File: src/verilog/lssn_pkg.sv
// Constants shared by the layer-setting-services node configuration interpreter.
package lssn_pkg;
	// Frame identifiers for requests from the master and answers from the node.
	localparam logic [10:0] LSSN_ID_REQ = 11'h7E5;
	localparam logic [10:0] LSSN_ID_RSP = 11'h7E4;
	// Command specifier bytes.
	localparam logic [7:0] LSSN_CS_SWITCH = 8'h04;
	localparam logic [7:0] LSSN_CS_NODE = 8'h11;
	localparam logic [7:0] LSSN_CS_TIMING = 8'h13;
	localparam logic [7:0] LSSN_CS_ACTIVATE = 8'h15;
	localparam logic [7:0] LSSN_CS_STORE = 8'h17;
	// Mode bytes of the switch-state command.
	localparam logic [7:0] LSSN_MODE_WAIT = 8'h00;
	localparam logic [7:0] LSSN_MODE_CONFIG = 8'h01;
	// Table selector accepted by the bit timing command.
	localparam logic [7:0] LSSN_TABLE_STD = 8'h00;
	// Bit rate indexes: the reserved one and the highest legal one.
	localparam logic [3:0] LSSN_RATE_RESERVED = 4'h5;
	localparam logic [3:0] LSSN_RATE_MAX = 4'h8;
	// Factory defaults: node 127, index 4 (125 kbit/s).
	localparam logic [6:0] LSSN_NODE_DEFAULT = 7'h7F;
	localparam logic [3:0] LSSN_RATE_DEFAULT = 4'h4;
	// Answer byte meaning success.
	localparam logic [7:0] LSSN_ERR_NONE = 8'h00;
	// One delay unit is 1 ms; cycles per unit at 250 MHz (4 ns).
	localparam int LSSN_UNIT_NS = 1000000;
	localparam int LSSN_CLK_NS = 4;
	localparam int LSSN_UNIT_CYC = LSSN_UNIT_NS / LSSN_CLK_NS;
	// Interpreter states.
	typedef enum logic [1:0] {
		LSSN_WAITING = 2'b00,
		LSSN_CONFIG = 2'b01,
		LSSN_SWITCH = 2'b10,
		LSSN_HOLD = 2'b11
	} lssn_state_t;
endpackage

File: src/verilog/lssn_node.sv
// Layer-setting-services slave that sets node identifier and bit rate.
`timescale 1ns/1ps
`default_nettype none
// Functional notes
// - Factory node 127 and 125 kbit/s.
// - Identifier and rate change only via these services.
// - Switch to waiting resets node to pre-operational.
// - Node identifier answer is 0x11 0x00 0x00.
// - Store saves configuration, answers 0x17 0x00 0x00.
// - Decode rate index table zero to eight; the code refuses index 5 as reserved.
// - Activate waits delay, switches, waits again.
module lssn_node
	import lssn_pkg::*;
#(
	// Cycles in one 1 ms delay unit; shorten for simulation.
	parameter int UNIT_CYC = LSSN_UNIT_CYC
) (
	input wire logic sys_clk,
	input wire logic resetn,
	// Received frame from the CAN controller, one-cycle strobe.
	input wire logic rx_valid,
	input wire logic [10:0] rx_id,
	input wire logic [3:0] rx_len,
	input wire logic [7:0] rx_d0,
	input wire logic [7:0] rx_d1,
	input wire logic [7:0] rx_d2,
	// Stored settings read from non-volatile storage, loaded at reset release.
	input wire logic [6:0] nv_node,
	input wire logic [3:0] nv_rate,
	input wire logic nv_valid,
	// Answer frame to the CAN controller, held until accepted.
	output logic tx_valid,
	input wire logic tx_ready,
	output logic [10:0] tx_id,
	output logic [3:0] tx_len,
	output logic [7:0] tx_d0,
	output logic [7:0] tx_d1,
	output logic [7:0] tx_d2,
	// Active node identifier and bit rate index.
	output logic [6:0] node_id,
	output logic [3:0] rate_idx,
	// Controller must stay silent while high.
	output logic tx_inhibit,
	// Write of the pending settings into non-volatile storage, one pulse.
	output logic nv_write,
	output logic [6:0] nv_wr_node,
	output logic [3:0] nv_wr_rate,
	// Node restart request toward pre-operational, one pulse.
	output logic node_restart
);
	lssn_state_t state_ff; // Interpreter state.
	logic [6:0] node_ff; // Active node identifier.
	logic [3:0] rate_ff; // Active rate index.
	logic [6:0] pend_node_ff; // Node identifier awaiting store.
	logic [3:0] pend_rate_ff; // Rate index awaiting activation.
	logic [15:0] delay_ff; // Delay in ms from the activate command.
	logic [15:0] ms_ff; // Remaining ms of the current period.
	logic [31:0] sub_ff; // Cycles inside the current ms.
	logic loaded_ff; // Stored settings were taken once.
	logic tx_valid_ff;
	logic [7:0] tx_d0_ff;
	logic nv_write_ff;
	logic restart_ff;
	logic is_req; // A request frame for this service.
	logic in_cfg; // Configuring commands are allowed.
	logic do_node, do_rate, do_store, do_act, do_leave, do_enter;
	logic ms_tick; // End of one ms.

	assign is_req = rx_valid && (rx_id == LSSN_ID_REQ);
	assign in_cfg = (state_ff == LSSN_CONFIG);
	assign do_enter = is_req && rx_len == 4'd2 && rx_d0 == LSSN_CS_SWITCH
		&& rx_d1 == LSSN_MODE_CONFIG;
	assign do_leave = is_req && rx_len == 4'd2 && rx_d0 == LSSN_CS_SWITCH
		&& rx_d1 == LSSN_MODE_WAIT;
	// Node identifiers 1 to 127 only; zero is not a node.
	assign do_node = is_req && in_cfg && rx_len == 4'd2 && rx_d0 == LSSN_CS_NODE
		&& rx_d1 != 8'h00 && rx_d1[7] == 1'b0;
	assign do_rate = is_req && in_cfg && rx_len == 4'd3 && rx_d0 == LSSN_CS_TIMING
		&& rx_d1 == LSSN_TABLE_STD && rx_d2[7:4] == 4'h0
		&& rx_d2[3:0] <= LSSN_RATE_MAX && rx_d2[3:0] != LSSN_RATE_RESERVED;
	assign do_store = is_req && in_cfg && rx_len == 4'd1 && rx_d0 == LSSN_CS_STORE;
	assign do_act = is_req && in_cfg && rx_len == 4'd3 && rx_d0 == LSSN_CS_ACTIVATE;
	assign ms_tick = (sub_ff == 32'(UNIT_CYC - 1));

	// State sequence; a leave request wins over everything but a running switch or hold period.
	always_ff @(posedge sys_clk) begin
		if (!resetn) begin
			state_ff <= LSSN_WAITING;
		end else begin
			case (state_ff)
				LSSN_WAITING: begin
					if (do_enter) begin
						state_ff <= LSSN_CONFIG;
					end
				end
				LSSN_CONFIG: begin
					if (do_leave) begin
						state_ff <= LSSN_WAITING;
					end else if (do_act) begin
						state_ff <= LSSN_SWITCH;
					end
				end
				LSSN_SWITCH: begin
					if (ms_tick && ms_ff <= 16'd1) begin
						state_ff <= LSSN_HOLD;
					end
				end
				LSSN_HOLD: begin
					if (ms_tick && ms_ff <= 16'd1) begin
						state_ff <= LSSN_CONFIG;
					end
				end
				default: begin
					state_ff <= LSSN_WAITING;
				end
			endcase
		end
	end

	// Millisecond timer; a zero delay still costs one ms per period.
	always_ff @(posedge sys_clk) begin
		if (!resetn) begin
			sub_ff <= 32'h0000_0000;
			ms_ff <= 16'h0000;
			delay_ff <= 16'h0000;
		end else if (state_ff == LSSN_CONFIG && do_act && !do_leave) begin
			delay_ff <= {rx_d2, rx_d1};
			ms_ff <= {rx_d2, rx_d1};
			sub_ff <= 32'h0000_0000;
		end else if (state_ff == LSSN_SWITCH || state_ff == LSSN_HOLD) begin
			sub_ff <= ms_tick ? 32'h0000_0000 : sub_ff + 32'h0000_0001;
			if (ms_tick) begin
				ms_ff <= (ms_ff <= 16'd1) ? delay_ff : ms_ff - 16'h0001;
			end
		end
	end

	// Active and pending settings; defaults first, stored values once loaded.
	always_ff @(posedge sys_clk) begin
		if (!resetn) begin
			node_ff <= LSSN_NODE_DEFAULT;
			rate_ff <= LSSN_RATE_DEFAULT;
			pend_node_ff <= LSSN_NODE_DEFAULT;
			pend_rate_ff <= LSSN_RATE_DEFAULT;
			loaded_ff <= 1'b0;
		end else if (!loaded_ff) begin
			// Stored settings are sampled once after release, never held in reset.
			loaded_ff <= 1'b1;
			if (nv_valid) begin
				node_ff <= nv_node;
				rate_ff <= nv_rate;
				pend_node_ff <= nv_node;
				pend_rate_ff <= nv_rate;
			end
		end else begin
			if (do_node) begin
				pend_node_ff <= rx_d1[6:0];
			end
			if (do_rate) begin
				pend_rate_ff <= rx_d2[3:0];
			end
			if (state_ff == LSSN_SWITCH && ms_tick && ms_ff <= 16'd1) begin
				rate_ff <= pend_rate_ff;
			end
		end
	end

	// Answers: node, timing and store commands each get one three-byte frame.
	always_ff @(posedge sys_clk) begin
		if (!resetn) begin
			tx_valid_ff <= 1'b0;
			tx_d0_ff <= 8'h00;
		end else if (do_node || do_rate || do_store) begin
			tx_valid_ff <= 1'b1;
			tx_d0_ff <= rx_d0;
		end else if (tx_ready) begin
			tx_valid_ff <= 1'b0;
		end
	end

	always_ff @(posedge sys_clk) begin
		if (!resetn) begin
			nv_write_ff <= 1'b0;
		end else begin
			nv_write_ff <= do_store;
		end
	end

	always_ff @(posedge sys_clk) begin
		if (!resetn) begin
			restart_ff <= 1'b0;
		end else begin
			restart_ff <= do_leave && (state_ff == LSSN_CONFIG);
		end
	end

	assign tx_valid = tx_valid_ff;
	assign tx_id = LSSN_ID_RSP;
	assign tx_len = 4'd3;
	assign tx_d0 = tx_d0_ff;
	assign tx_d1 = LSSN_ERR_NONE;
	assign tx_d2 = LSSN_ERR_NONE;
	// The node identifier stays the default or stored one; the pending one only goes to storage.
	assign node_id = node_ff;
	assign rate_idx = rate_ff;
	assign tx_inhibit = (state_ff == LSSN_SWITCH) || (state_ff == LSSN_HOLD);
	assign nv_write = nv_write_ff;
	assign nv_wr_node = pend_node_ff;
	assign nv_wr_rate = pend_rate_ff;
	assign node_restart = restart_ff;

	chk_ignore_outside: assert property (@(posedge sys_clk) disable iff (!resetn)
		(is_req && state_ff == LSSN_WAITING && loaded_ff) |=> !tx_valid || $past(tx_valid))
		else $error("answer given outside configuration state");
	chk_node_answer: assert property (@(posedge sys_clk) disable iff (!resetn)
		do_node |=> tx_valid && tx_d0 == LSSN_CS_NODE && tx_d1 == 8'h00)
		else $error("node identifier answer wrong");
	chk_store_write: assert property (@(posedge sys_clk) disable iff (!resetn)
		do_store |=> nv_write && tx_valid && tx_d0 == LSSN_CS_STORE)
		else $error("store not written or answered");
	chk_leave_restart: assert property (@(posedge sys_clk) disable iff (!resetn)
		(do_leave && state_ff == LSSN_CONFIG) |=> node_restart && state_ff == LSSN_WAITING)
		else $error("leave did not restart node");
	chk_switch_silent: assert property (@(posedge sys_clk) disable iff (!resetn)
		(state_ff == LSSN_CONFIG && do_act && !do_leave) |=> tx_inhibit [*2])
		else $error("transmit not inhibited during switch");
	chk_rate_stable: assert property (@(posedge sys_clk) disable iff (!resetn)
		(loaded_ff && $past(loaded_ff) && $past(state_ff) != LSSN_SWITCH) |-> $stable(rate_idx))
		else $error("rate changed outside switch");
	chk_rate_reserved: assert property (@(posedge sys_clk) disable iff (!resetn)
		(is_req && rx_d0 == LSSN_CS_TIMING && rx_d2 == 8'h05) |-> !do_rate)
		else $error("reserved rate index accepted");
	chk_reset_default: assert property (@(posedge sys_clk)
		!resetn |=> node_id == LSSN_NODE_DEFAULT && rate_idx == LSSN_RATE_DEFAULT)
		else $error("factory defaults missing after reset");
endmodule
`default_nettype wire

File: config.mk
export PLATFORM = sky130hd
export DESIGN_NAME = lssn_node
export DESIGN_NICKNAME = d
export VERILOG_FILES = /design/src/verilog/lssn_pkg.sv /design/src/verilog/lssn_node.sv
export SDC_FILE = /design/constraint.sdc
export NUM_CORES = 1
export LEC_CHECK = 0
export BUFFER_PORTS_ARGS = -buffer_cell sky130_fd_sc_hd__buf_2
export CORE_MARGIN = 2
export CORE_UTILIZATION = 49
export DETAILED_ROUTE_END_ITERATION = 10
export HOLD_SLACK_MARGIN = 0.05
export PLACE_DENSITY = 0.76
export SLEW_MARGIN = 20
export SYNTH_ARGS = -nofsm -noshare
export SYNTH_HDL_FRONTEND = slang
export SYNTH_SLANG_ARGS = --single-unit
File: constraint.sdc
create_clock -name sys_clk -period 2.74 [get_ports sys_clk]
set_input_delay 0.822 -clock sys_clk [delete_from_list [all_inputs] [get_ports sys_clk]]
set_output_delay 0.822 -clock sys_clk [all_outputs]
set_load 0.05 [all_outputs]
After elaboration in Yosys (flattened, before gate mapping). Index checks and enable logic that the tools add are counted.

Flip-flop bits (word level): 100. Input port bits: 55. Word-level logic and storage cells: 108. Output and inout bits: 65.

Equal/unequal tests: 22. Bitwise operators: 3. Reductions and logical operators: 44. Add/subtract/negate cells: 2. Order comparisons: 2. Muxes and demuxes: 22.

Operators with widths (count): $mux W16 (4); $add A32 B1 Y32 const B (1); $eq A32 B18 Y1 const B (1); $eq A8 B5 Y1 const B (4); $mux W32 (1); $logic_and A1 B1 Y1 (25); $mux W7 (3); $mux W4 (5); $le A16 B1 Y1 const B (1); $sub A16 B1 Y16 const B (1); $eq A11 B11 Y1 const B (1); $mux W2 (5); $reduce_and A2 Y1 (5); $eq A4 B2 Y1 const B (2); $eq A8 B1 Y1 const B (1); $eq A8 B3 Y1 const B (1); $logic_not A8 Y1 (1); $pmux W2 S4 (1); $reduce_bool A2 Y1 (4); $reduce_bool A8 Y1 (1); $ne A2 B1 Y1 const B (3); $ne A2 B2 Y1 const B (3); $eq A2 B2 Y1 const B (2); $eq A4 B1 Y1 const B (1); other kinds (12) (18).

Depth between registers and ports, before layout. Gate-level depths: netlist of run 1.

Depth after elaboration: 12. Depth in mapped cells: 9. Gate-level depth less buffers: 8.

Least setup slack after synthesis of run 1. No wires, ideal clock.

Path type: input to register. Start point: input port rx_d0[3]. End point: register pend_rate_ff[2] (netlist: nv_wr_rate[2]). Setup time: 0.133 ns. Required time: 2.607 ns. Buffers on the path: 1. Stages: 7. Setup slack: 0.034 ns. Arrival: 2.573 ns. Cell sequence: nor4_1 and4_1 clkbuf_1 nand3_1 o31ai_1 and3_1 o21ai_1.

Longest elaborated chain between the ends: 8.

RTL lines: start, declared (RTL line lssn_node.sv:24) `input wire logic [7:0] rx_d0,`; $eq A8 B5 Y1 (RTL line lssn_node.sv:78) `assign do_rate = is_req && in_cfg && rx_len == 4'd3 && rx_d0 == LSSN_CS_TIMING`; $logic_and A1 B1 Y1 (RTL line lssn_node.sv:78); $logic_and A1 B1 Y1 (2 in a row) (RTL line lssn_node.sv:79) `&& rx_d1 == LSSN_TABLE_STD && rx_d2[7:4] == 4'h0`; $logic_and A1 B1 Y1 (2 in a row) (RTL line lssn_node.sv:80) `&& rx_d2[3:0] <= LSSN_RATE_MAX && rx_d2[3:0] != LSSN_RATE_RESERVED;`; $ne A2 B1 Y1 (no line); $reduce_and A2 Y1 (no line); end signal, assigned (RTL line lssn_node.sv:153) `pend_rate_ff <= nv_rate;`; end signal, assigned (RTL line lssn_node.sv:160) `pend_rate_ff <= rx_d2[3:0];`; end, declared (RTL line lssn_node.sv:55) `logic [3:0] pend_rate_ff;`.

Every way passes these cells. A chain may end at the register's enable or synchronous reset.

Worst setup path after layout of run 1.
Start point: register state_ff[0]. End point: output port tx_inhibit.

Longest elaborated chain between the ends: 2. Elaborated cells between the ends (all ways): 3. Those cells by class: eq/ne (2); reduce/logical (1).

RTL lines: start, declared (RTL line lssn_node.sv:51) `lssn_state_t state_ff;`; start signal, assigned (RTL line lssn_node.sv:88) `state_ff <= LSSN_WAITING;`; start signal, assigned (RTL line lssn_node.sv:93) `state_ff <= LSSN_CONFIG;`; start signal, assigned (RTL line lssn_node.sv:98) `state_ff <= LSSN_WAITING;`; $eq A2 B2 Y1 (RTL line lssn_node.sv:206) `assign tx_inhibit = (state_ff == LSSN_SWITCH) || (state_ff == LSSN_HOLD);`; $logic_or A1 B1 Y1 (*) (RTL line lssn_node.sv:206); end, declared (RTL line lssn_node.sv:43) `output logic tx_inhibit,`.

Mark *: on every way between the ends. The rest lies on a longest branch, timed or not.

==> impl_metrics.ini, run 1 <==
[outcome]
status = complete, no violations

[layout]
finish.utilization_pct = 58.3
drive_gt1_share_pct = 20.0
final_cells = 855
area_growth_pct = 14.7
antennaDiodeCount = 0
final_nets = 776

[timing]
final_max_slew_viol_count = 0
final.setup_skew_ns = 0.0249
rsz0062_at_grt = no
fmax_ghz = 0.396
relSlewSlack_pct = 57.1
tightest_slew_ns = 0.640
hold_viol = 0
fin_crit_sh_pct = 92.2
setup_slack_ns = 0.214
min_period_ns = 2.53
finalSetupViolations = 0

[power]
p_leak_nw = 2.56
vdd_ir_drop_max_mv = 0.337
report.power.total_mw = 2.77
power_density_mw_per_mm2 = 458

[logic_synthesis]
synth-edff-count = 0
synth_warnings = 0
avgSynthCellArea_sq_um = 8.42
yosysSeqAreaShare_pct = 38.0
synth-seq-cells = 100
synth_cell_types = 65
syn_inst = 626
synthFlopType = dfxtp_1
synthArstFlopShare_pct = 0
syn_area_sq_mm = 0.00527

[detailed_routing]
routed_wl_mm = 12.9
drt-pass1-iter-count = 5
vias = 4780
wire_per_inst_um = 15.1
drt-vias-per-instance = 5.59
drc_errors = 0
drtIter0Drc = 205
ant_nets = 0

[clock_network]
clk_latency_ns = 0.37
clockBufferDepth = 2
htreeDepth = 3
numCtsBuffers = 9
cts_root_buf = clkbuf_8
clk_pin_slew_worst_paths_ns = 0.12
cts_sinks = 100
ctsHoldBuffers = 0
cts_tree = yes

[floorplan]
ios = 120
die_x_um = 108
design.die.area_sq_mm = 0.0116
start_util_pct = 50.8
rows = 37
core-area_sq_mm = 0.0104
fp.dieH_um = 108

[flow_run]
max-cap-violations = 0

[place]
gp_congestion = 0.873
dp_hpwl_mm = 9.74
port_buffers = 88
place_ws_ns = -0.120
place_inst = 839

[setup_path]
path_cells = inv_1 > ha_1 > nor2_4 > clkinv_1 > buf_2
r2r_end = sub_ff[28]
critical_path_required_ns = 1.92
crit_path_start = state_ff[0]
cp_top_family = buffers and inverters
critical-path-max-stage-delay_ns = 0.41
reg2reg_depth = 7
r2r_slack_ns = 0.28
r2r-start = state_ff[0]
path_class = reg2out
crit_slowest_cell = dfxtp_1
cp_max_fo = 5
worst-path-stages = 5
critPathCaptureType = primary output
critPathCapture = tx_inhibit
cp-start-kind = flip-flop
critPathBufInv = 3
crit_arrival_ns = 1.70

[hold_path]
hold_path.class = reg2reg

[global_routing]
grtUsageTotal_pct = 23.0
grt-ovfl-total = 0
grt_pass1_vias = 4584
grt_pass1_wl_mm = 21.5
grt_max_degree = 35
grt_antenna_before_repair = 0
==> kinds of logic (layout without fill, tap and decap cells) <==
group           Yosys count  after routing  synth area share (%)
buf+inv                  77            141                  7.86
mux                      29             29                  5.68
xor+xnor                 32             32                  5.32
compound gates          112            112                  15.2
flops                   100            100                  38.0
fa+ha+maj                 7              7                  1.66
other cells               2             31                 0.143
simple gates            267            267                  26.1
==> layer usage <==
layer  global-route usage, %  wire [um]
met5                       0          0
met4                    8.06        286
met3                    4.48        764
met2                    40.8       6450
met1                    27.5       5430
==> worst min-delay path by stage <==
stage,endpoint,cells after the start,startpoint
floorplan,delay_ff[10],2,delay_ff[10]
global placement,delay_ff[4],2,delay_ff[4]
detailed placement,delay_ff[6],2,delay_ff[6]
CTS,delay_ff[4],2,delay_ff[4]
global route,delay_ff[11],2,delay_ff[11]
finish,delay_ff[14],2,delay_ff[14]
==> cell type report <==
class                      instances  area (sq um)
fill                             925          4320
tap                              136           170
clock buffer                      10           128
inverter                          12          45.0
timing repair buffer             113           678
multi-input combinational        478          2970
sequential                       100          2000
clock inverter                     6          53.8
==> sequential cells by signal, summed over array words and instances (netlist names), 2 cells and up <==
register,flops
sub_ff,32
delay_ff,16
ms_ff,16
tx_d0,8
node_id,7
nv_wr_node,7
nv_wr_rate,4
rate_idx,4
state_ff,2
==> report_power, final <==
group / internal, mW / total (mW) / switching (mW) / leakage, nW
sequential: 1.47 / 1.49 / 0.0152 / 0.810
combinational: 0.101 / 0.367 / 0.267 / 1.66
clock: 0.348 / 0.914 / 0.566 / 0.0894
==> worst min-delay path: cells and delay by family (launching register included) <==
kind             cells  cell delay, ns
flip-flops           1            0.33
AND/OR/NAND/NOR      1            0.05
AO/OA/AOI/OAI        1            0.05
==> placed cells by master (no fill, tap or decap), types with 6 or more instances in the layout <==
cell type | synthesis | layout
o211a_1 | 14 | 14
dfxtp_1 | 100 | 100
and3_1 | 8 | 8
xnor2_1 | 17 | 17
a21boi_1 | 15 | 15
nand2_1 | 91 | 91
ha_1 | 7 | 7
xor2_1 | 15 | 15
clkbuf_8 | 0 | 9
nand4_1 | 16 | 16
mux2i_1 | 22 | 22
nor4_1 | 14 | 14
buf_2 | 1 | 88
mux2_2 | 7 | 7
o21ai_0 | 18 | 18
nand3_1 | 25 | 25
conb_1 | 2 | 31
o21ai_1 | 8 | 8
or3_1 | 11 | 11
buf_4 | 31 | 21
nor3_1 | 13 | 13
inv_1 | 11 | 11
or4_1 | 6 | 6
a21oi_1 | 19 | 19
nor2_1 | 46 | 45
o21a_1 | 9 | 9
==> cells in the mapped netlist (all sizes together), types with 3 or more instances <==
master / n / share of area [%]
o211ai: 5 / 0.71
clkbuf: 32 / 2.3
o21a: 9 / 1.3
buf: 33 / 4.7
and4b: 4 / 0.76
and4: 5 / 0.83
a211oi: 3 / 0.43
inv: 11 / 0.78
nand2: 92 / 6.7
o21ai: 26 / 2.5
and3: 8 / 0.95
nor3: 13 / 1.2
xor2: 15 / 2.5
nor2: 47 / 3.7
nor4: 15 / 1.9
mux2: 7 / 1.5
nor2b: 3 / 0.36
nand4: 16 / 1.9
xnor2: 17 / 2.8
a21oi: 19 / 1.8
or3: 11 / 1.3
nand2b: 5 / 0.59
o211a: 14 / 2.7
or4: 7 / 1.1
a21boi: 18 / 2.6
dfxtp: 100 / 38
nor4b: 4 / 0.66
ha: 7 / 1.7
mux2i: 22 / 4.2
nand3: 25 / 2.4
==> what timing repair did <==
| item | 4_1_cts | 5_1_grt |
|---|---|---|
| setup buffers | 0 | 0 |
| resized for setup | 0 | 2 |
| setup endpoints to repair | 0 | 1 |
==> per-stage QoR <==
step,area (sq um),TNS [ns],hold slack (ns)
floorplan,5380,0,0.430
global placement,5860,-0.0919,0.439
CTS,6040,0,0.463
detailed placement,5860,-0.559,0.448
global route,6050,0,0.482
finish,6050,0,0.460
No activity file was read; power rests on OpenSTA's default activity.
==> inputs of run 2 (changes only) <==
--- a/constraint.sdc
+++ b/constraint.sdc
@@ -3,2 +3,2 @@
 set_output_delay 0.822 -clock sys_clk [all_outputs]
-set_load 0.05 [all_outputs]
+set_load 0.1 [all_outputs]
==> impl_metrics.ini, run 2 (synthesized netlist as in run 1, its figures left out) <==
[detailed_routing]
ant_nets = 0
drt-pass1-iter-count = 8
drtIter0Drc = 201
drt-vias-per-instance = 5.58
vias = 4768
wire_per_inst_um = 15.1
routed_wl_mm = 12.9
drc_errors = 0

[clock_network]
cts_resized = 1
clockBufferDepth = 2
cts_setup_buffers = 0
cts_tree = yes
clk_latency_ns = 0.37
cts_root_buf = clkbuf_8
ctsHoldBuffers = 0
clk_pin_slew_worst_paths_ns = 0.11
htreeDepth = 3
numCtsBuffers = 9
cts_sinks = 100

[layout]
fillers = 926
regMostFlops = sub_ff
mostFrequentLayoutCell = dfxtp_1
antennaDiodeCount = 0
final_nets = 776
area_growth_pct = 14.8
final_cell_mix = dfxtp_1 (100), nand2_1 (91), buf_2 (87), nor2_1 (45), conb_1 (31)
largest_reg_flops = 32
final_cells = 855
top_regs = sub_ff (32), delay_ff (16), ms_ff (16)
drive_gt1_share_pct = 20.0
final_area_sq_mm = 0.00605
finish.utilization_pct = 58.3

[timing]
fmax_ghz = 0.386
final.setup_skew_ns = 0.0264
final_max_slew_viol_count = 0
relSlewSlack_pct = 56.5
tightest_slew_ns = 0.649
min_period_ns = 2.59
hold_viol = 0
fin_crit_sh_pct = 94.5
finalSetupViolations = 0
rsz0062_at_grt = no
fin_hold_ws_ns = 0.461

[floorplan]
core-area_sq_mm = 0.0104
fp.dieH_um = 108
ios = 120
start_util_pct = 50.8
design.die.area_sq_mm = 0.0116
rows = 37
die_x_um = 108

[power]
p_leak_nw = 2.55
report.power.total_mw = 2.94
vdd_ir_drop_max_mv = 0.367
power_density_mw_per_mm2 = 486

[hold_path]
hold_path.class = reg2reg

[place]
dp_hpwl_mm = 9.74
place_inst = 839
gp_congestion = 0.873
postPlaceCellArea_sq_mm = 0.00586
port_buffers = 88

[global_routing]
grt_pass1_vias = 4581
grtUsageTotal_pct = 23.0
grt-ovfl-total = 0
grt_antenna_before_repair = 0
grt_pass1_wl_mm = 21.5
grt_max_degree = 35

[setup_path]
path_class = reg2out
critical_path_required_ns = 1.92
cp-start-kind = flip-flop
critPathCaptureType = primary output
crit_arrival_ns = 1.77
cp_max_fo = 5

[outcome]
status = complete, no violations

[flow_run]
max-cap-violations = 0
run 2: changes by cell type in the layout (fill, tap and decap cells not counted), sizes merged:
cell    before  now
clkbuf      10   11
buf        113  112
run 2: cell type report:
type                       count  area, sq um  area share [%]
multi-input combinational    478         2970            49.1
sequential                   100         2000            33.1
timing repair buffer         113          681            11.3
tap                          136          170            2.81
clock buffer                  10          128            2.11
clock inverter                 6         53.8           0.890
inverter                      12         45.0           0.745
run 2: path summary, 6_finish.rpt:
kind / from / endpoint / slack, ns / cells past startpoint
setup / recovery: state_ff[0] / tx_inhibit / 0.15 / 5
hold / removal: delay_ff[14] / delay_ff[14] / 0.46 / 2
setup reg to reg: state_ff[0] / sub_ff[28] / 0.27 / 7
hold reg to reg: delay_ff[14] / delay_ff[14] / 0.46 / 2
run 2: critical path, stage by stage (launching register included):
cell and delay [ns]:
dfxtp_1 0.40, inv_1 0.08, ha_1 0.29, nor2_4 0.19, clkinv_1 0.13, clkbuf_4 0.30
run 2: power breakdown:
| group | internal (mW) | switching, mW | total [mW] |
|---|---|---|---|
| clock network | 0.348 | 0.570 | 0.918 |
| registers | 1.47 | 0.0152 | 1.49 |
| logic | 0.100 | 0.433 | 0.534 |
| total | 1.92 | 1.02 | 2.94 |
run 2: metrics by stage:
stage | TNS [ns] | worst slack [ns]
floorplan | 0 | 0.0345
global placement | -0.0919 | -0.0381
detailed placement | -0.559 | -0.120
CTS | 0 | 0.0613
global route | 0 | 0.0171
finish | 0 | 0.152
run 2: per-layer routing:
layer	up-vias	share of wire (%)	wire length, um	global-route usage [%]
met3	18	5.9	761	4.48
met2	152	50	6490	40.8
met4	0	1.8	230	8.06
met5	-	0	0	0
met1	2265	42	5450	27.5
li1	2333	-	-	-
==> inputs of run 3 (changes only) <==
Settings changed: CORE_UTILIZATION 49 to 54, PLACE_DENSITY 0.76 to 0.8.
Clock period 2.74 ns to 2.65 ns, I/O delays scaled along.
==> impl_metrics.ini, run 3 (synthesized netlist as in run 1, its figures left out) <==
[timing]
final_max_slew_viol_count = 0
fin_crit_sh_pct = 94.8
fmax_ghz = 0.398
rsz0062_at_grt = no
min_period_ns = 2.51
relSlewSlack_pct = 51.1
finalSetupViolations = 0
finalSetupTns_ns = 0
hold_viol = 0
tightest_slew_ns = 0.731
setup_slack_ns = 0.137
final.setup_skew_ns = 0.0146

[clock_network]
clk_latency_ns = 0.39
cts_sinks = 100
ctsHoldBuffers = 0
clk_pin_slew_worst_paths_ns = 0.11
cts_tree = yes
clockBufferDepth = 2
htreeDepth = 3
cts_setup_buffers = 0
numCtsBuffers = 9
cts_root_buf = clkbuf_8

[setup_path]
crit_arrival_ns = 1.72
path_class = reg2out
critPathCapture = tx_inhibit
crit_slowest_cell = dfxtp_1
r2r-start = state_ff[0]
cp_max_fo = 5
cp-start-kind = flip-flop
path_cells = inv_1 > ha_1 > nor2_4 > clkinv_1 > buf_4
reg2reg_depth = 7
r2r_end = sub_ff[24]
crit_path_start = state_ff[0]
critical-path-max-stage-delay_ns = 0.39
r2r_slack_ns = 0.20
critical_path_required_ns = 1.86
critPathCaptureType = primary output

[power]
comb_power_share_pct = 18.1
p_leak_nw = 2.60
netSwitchingFraction_pct = 34.6
power_density_mw_per_mm2 = 499
p_sw_mw = 1.05
power.internal_mw = 1.99
power_frac_clock_pct = 31.4
pwr-share-seq_pct = 50.5
vdd_ir_drop_max_mv = 0.365

[global_routing]
grtUsageTotal_pct = 25.1
grt-ovfl-total = 0
grt_antenna_before_repair = 1
grt_pass1_wl_mm = 20.9
grt_max_degree = 35
grt_pass1_vias = 4440

[layout]
mostFrequentLayoutCell = dfxtp_1
final_cell_mix = dfxtp_1 (100), nand2_1 (91), buf_2 (87), nor2_1 (45)
drive_gt1_share_pct = 21.2
largest_reg_flops = 32
final_nets = 784
fillers = 849
regMostFlops = sub_ff
final_area_sq_mm = 0.00611
area_growth_pct = 16.0
top_regs = sub_ff (32), delay_ff (16), ms_ff (16)
finish.utilization_pct = 63.4
final_cells = 861

[outcome]
status = complete, no violations

[floorplan]
start_util_pct = 54.7
design.die.area_sq_mm = 0.0106
rows = 36
fp.dieH_um = 103
die_x_um = 103
core-area_sq_mm = 0.00964
ios = 120

[detailed_routing]
drt-vias-per-instance = 5.60
drtIter0Drc = 249
wire_per_inst_um = 14.9
routed_wl_mm = 12.9
vias = 4819
ant_nets = 0
drt-pass1-iter-count = 5
drc_errors = 0

[place]
port_buffers = 88
place_inst = 844
place_ws_ns = -0.187
gp_congestion = 0.892
dp_hpwl_mm = 9.68
postPlaceCellArea_sq_mm = 0.00591

[hold_path]
hold_path.class = reg2reg

[flow_run]
max-cap-violations = 0
==> run 3: cell count changes in the layout (fill, tap and decap cells not counted) <==
cell | before | now
clkbuf_1 | 1 | 0
clkbuf_4 | 1 | 0
buf_4 | 21 | 31
inv_6 | 2 | 0
o31ai_1 | 1 | 0
clkinv_4 | 2 | 3
buf_12 | 4 | 3
inv_8 | 1 | 3
o31ai_2 | 0 | 1
diode_2 | 0 | 1
==> run 3: power groups by stage <==
stage	clock network [mW]	registers [mW]	logic (mW)
final	0.956	1.54	0.552
after global routing	1.02	1.54	0.576
after CTS	0.974	1.54	0.550
after detailed placement	0	1.57	0.549
after global placement	0	1.57	0.543
after floorplan	0	1.72	0.321
==> run 3: stage by stage <==
stage | hold slack [ns] | power (mW)
global route | 0.479 | 3.14
global placement | 0.438 | 2.11
floorplan | 0.430 | 2.04
CTS | 0.460 | 3.06
finish | 0.457 | 3.05
detailed placement | 0.444 | 2.12
==> run 3: final cells by class <==
type | count | area, sq um | area share [%]
inverter | 12 | 45.0 | 0.737
sequential | 100 | 2000 | 32.8
clock buffer | 9 | 124 | 2.03
tap | 133 | 166 | 2.72
timing repair buffer | 121 | 728 | 11.9
antenna | 1 | 2.50 | 0.0410
clock inverter | 7 | 67.6 | 1.11
multi-input combinational | 478 | 2970 | 48.7
==> run 3: what timing repair did <==
action                                  in CTS  in global routing
endpoints found under the setup margin       1                  1
pin swaps                                    0                  0
gates resized for setup                      2                  1
==> run 3: critical path: cells and delay by family, from the launching register on <==
family | cells | cell delay (ns)
buffers and inverters | 3 | 0.46
and+or+nand+nor | 1 | 0.19
DFF | 1 | 0.39
adders and majority gates | 1 | 0.30
==> run 3: worst min path at each step <==
stage | start | endpoint | slack [ns] | cells past startpoint
after floorplan | delay_ff[10] | delay_ff[10] | 0.43 | 2
after global placement | delay_ff[6] | delay_ff[6] | 0.44 | 2
after detailed placement | delay_ff[7] | delay_ff[7] | 0.44 | 2
after CTS | delay_ff[7] | delay_ff[7] | 0.46 | 2
after global routing | delay_ff[11] | delay_ff[11] | 0.48 | 2
final | delay_ff[7] | delay_ff[7] | 0.46 | 2
==> run 3: per-layer routing <==
layer / part of all wire, % / vias up / GRT usage [%]
met5: 0 / - / 0
met4: 3.9 / 0 / 13.6
met3: 6.1 / 39 / 5.36
met2: 48 / 177 / 40.9
met1: 42 / 2251 / 31.2
li1: - / 2352 / -
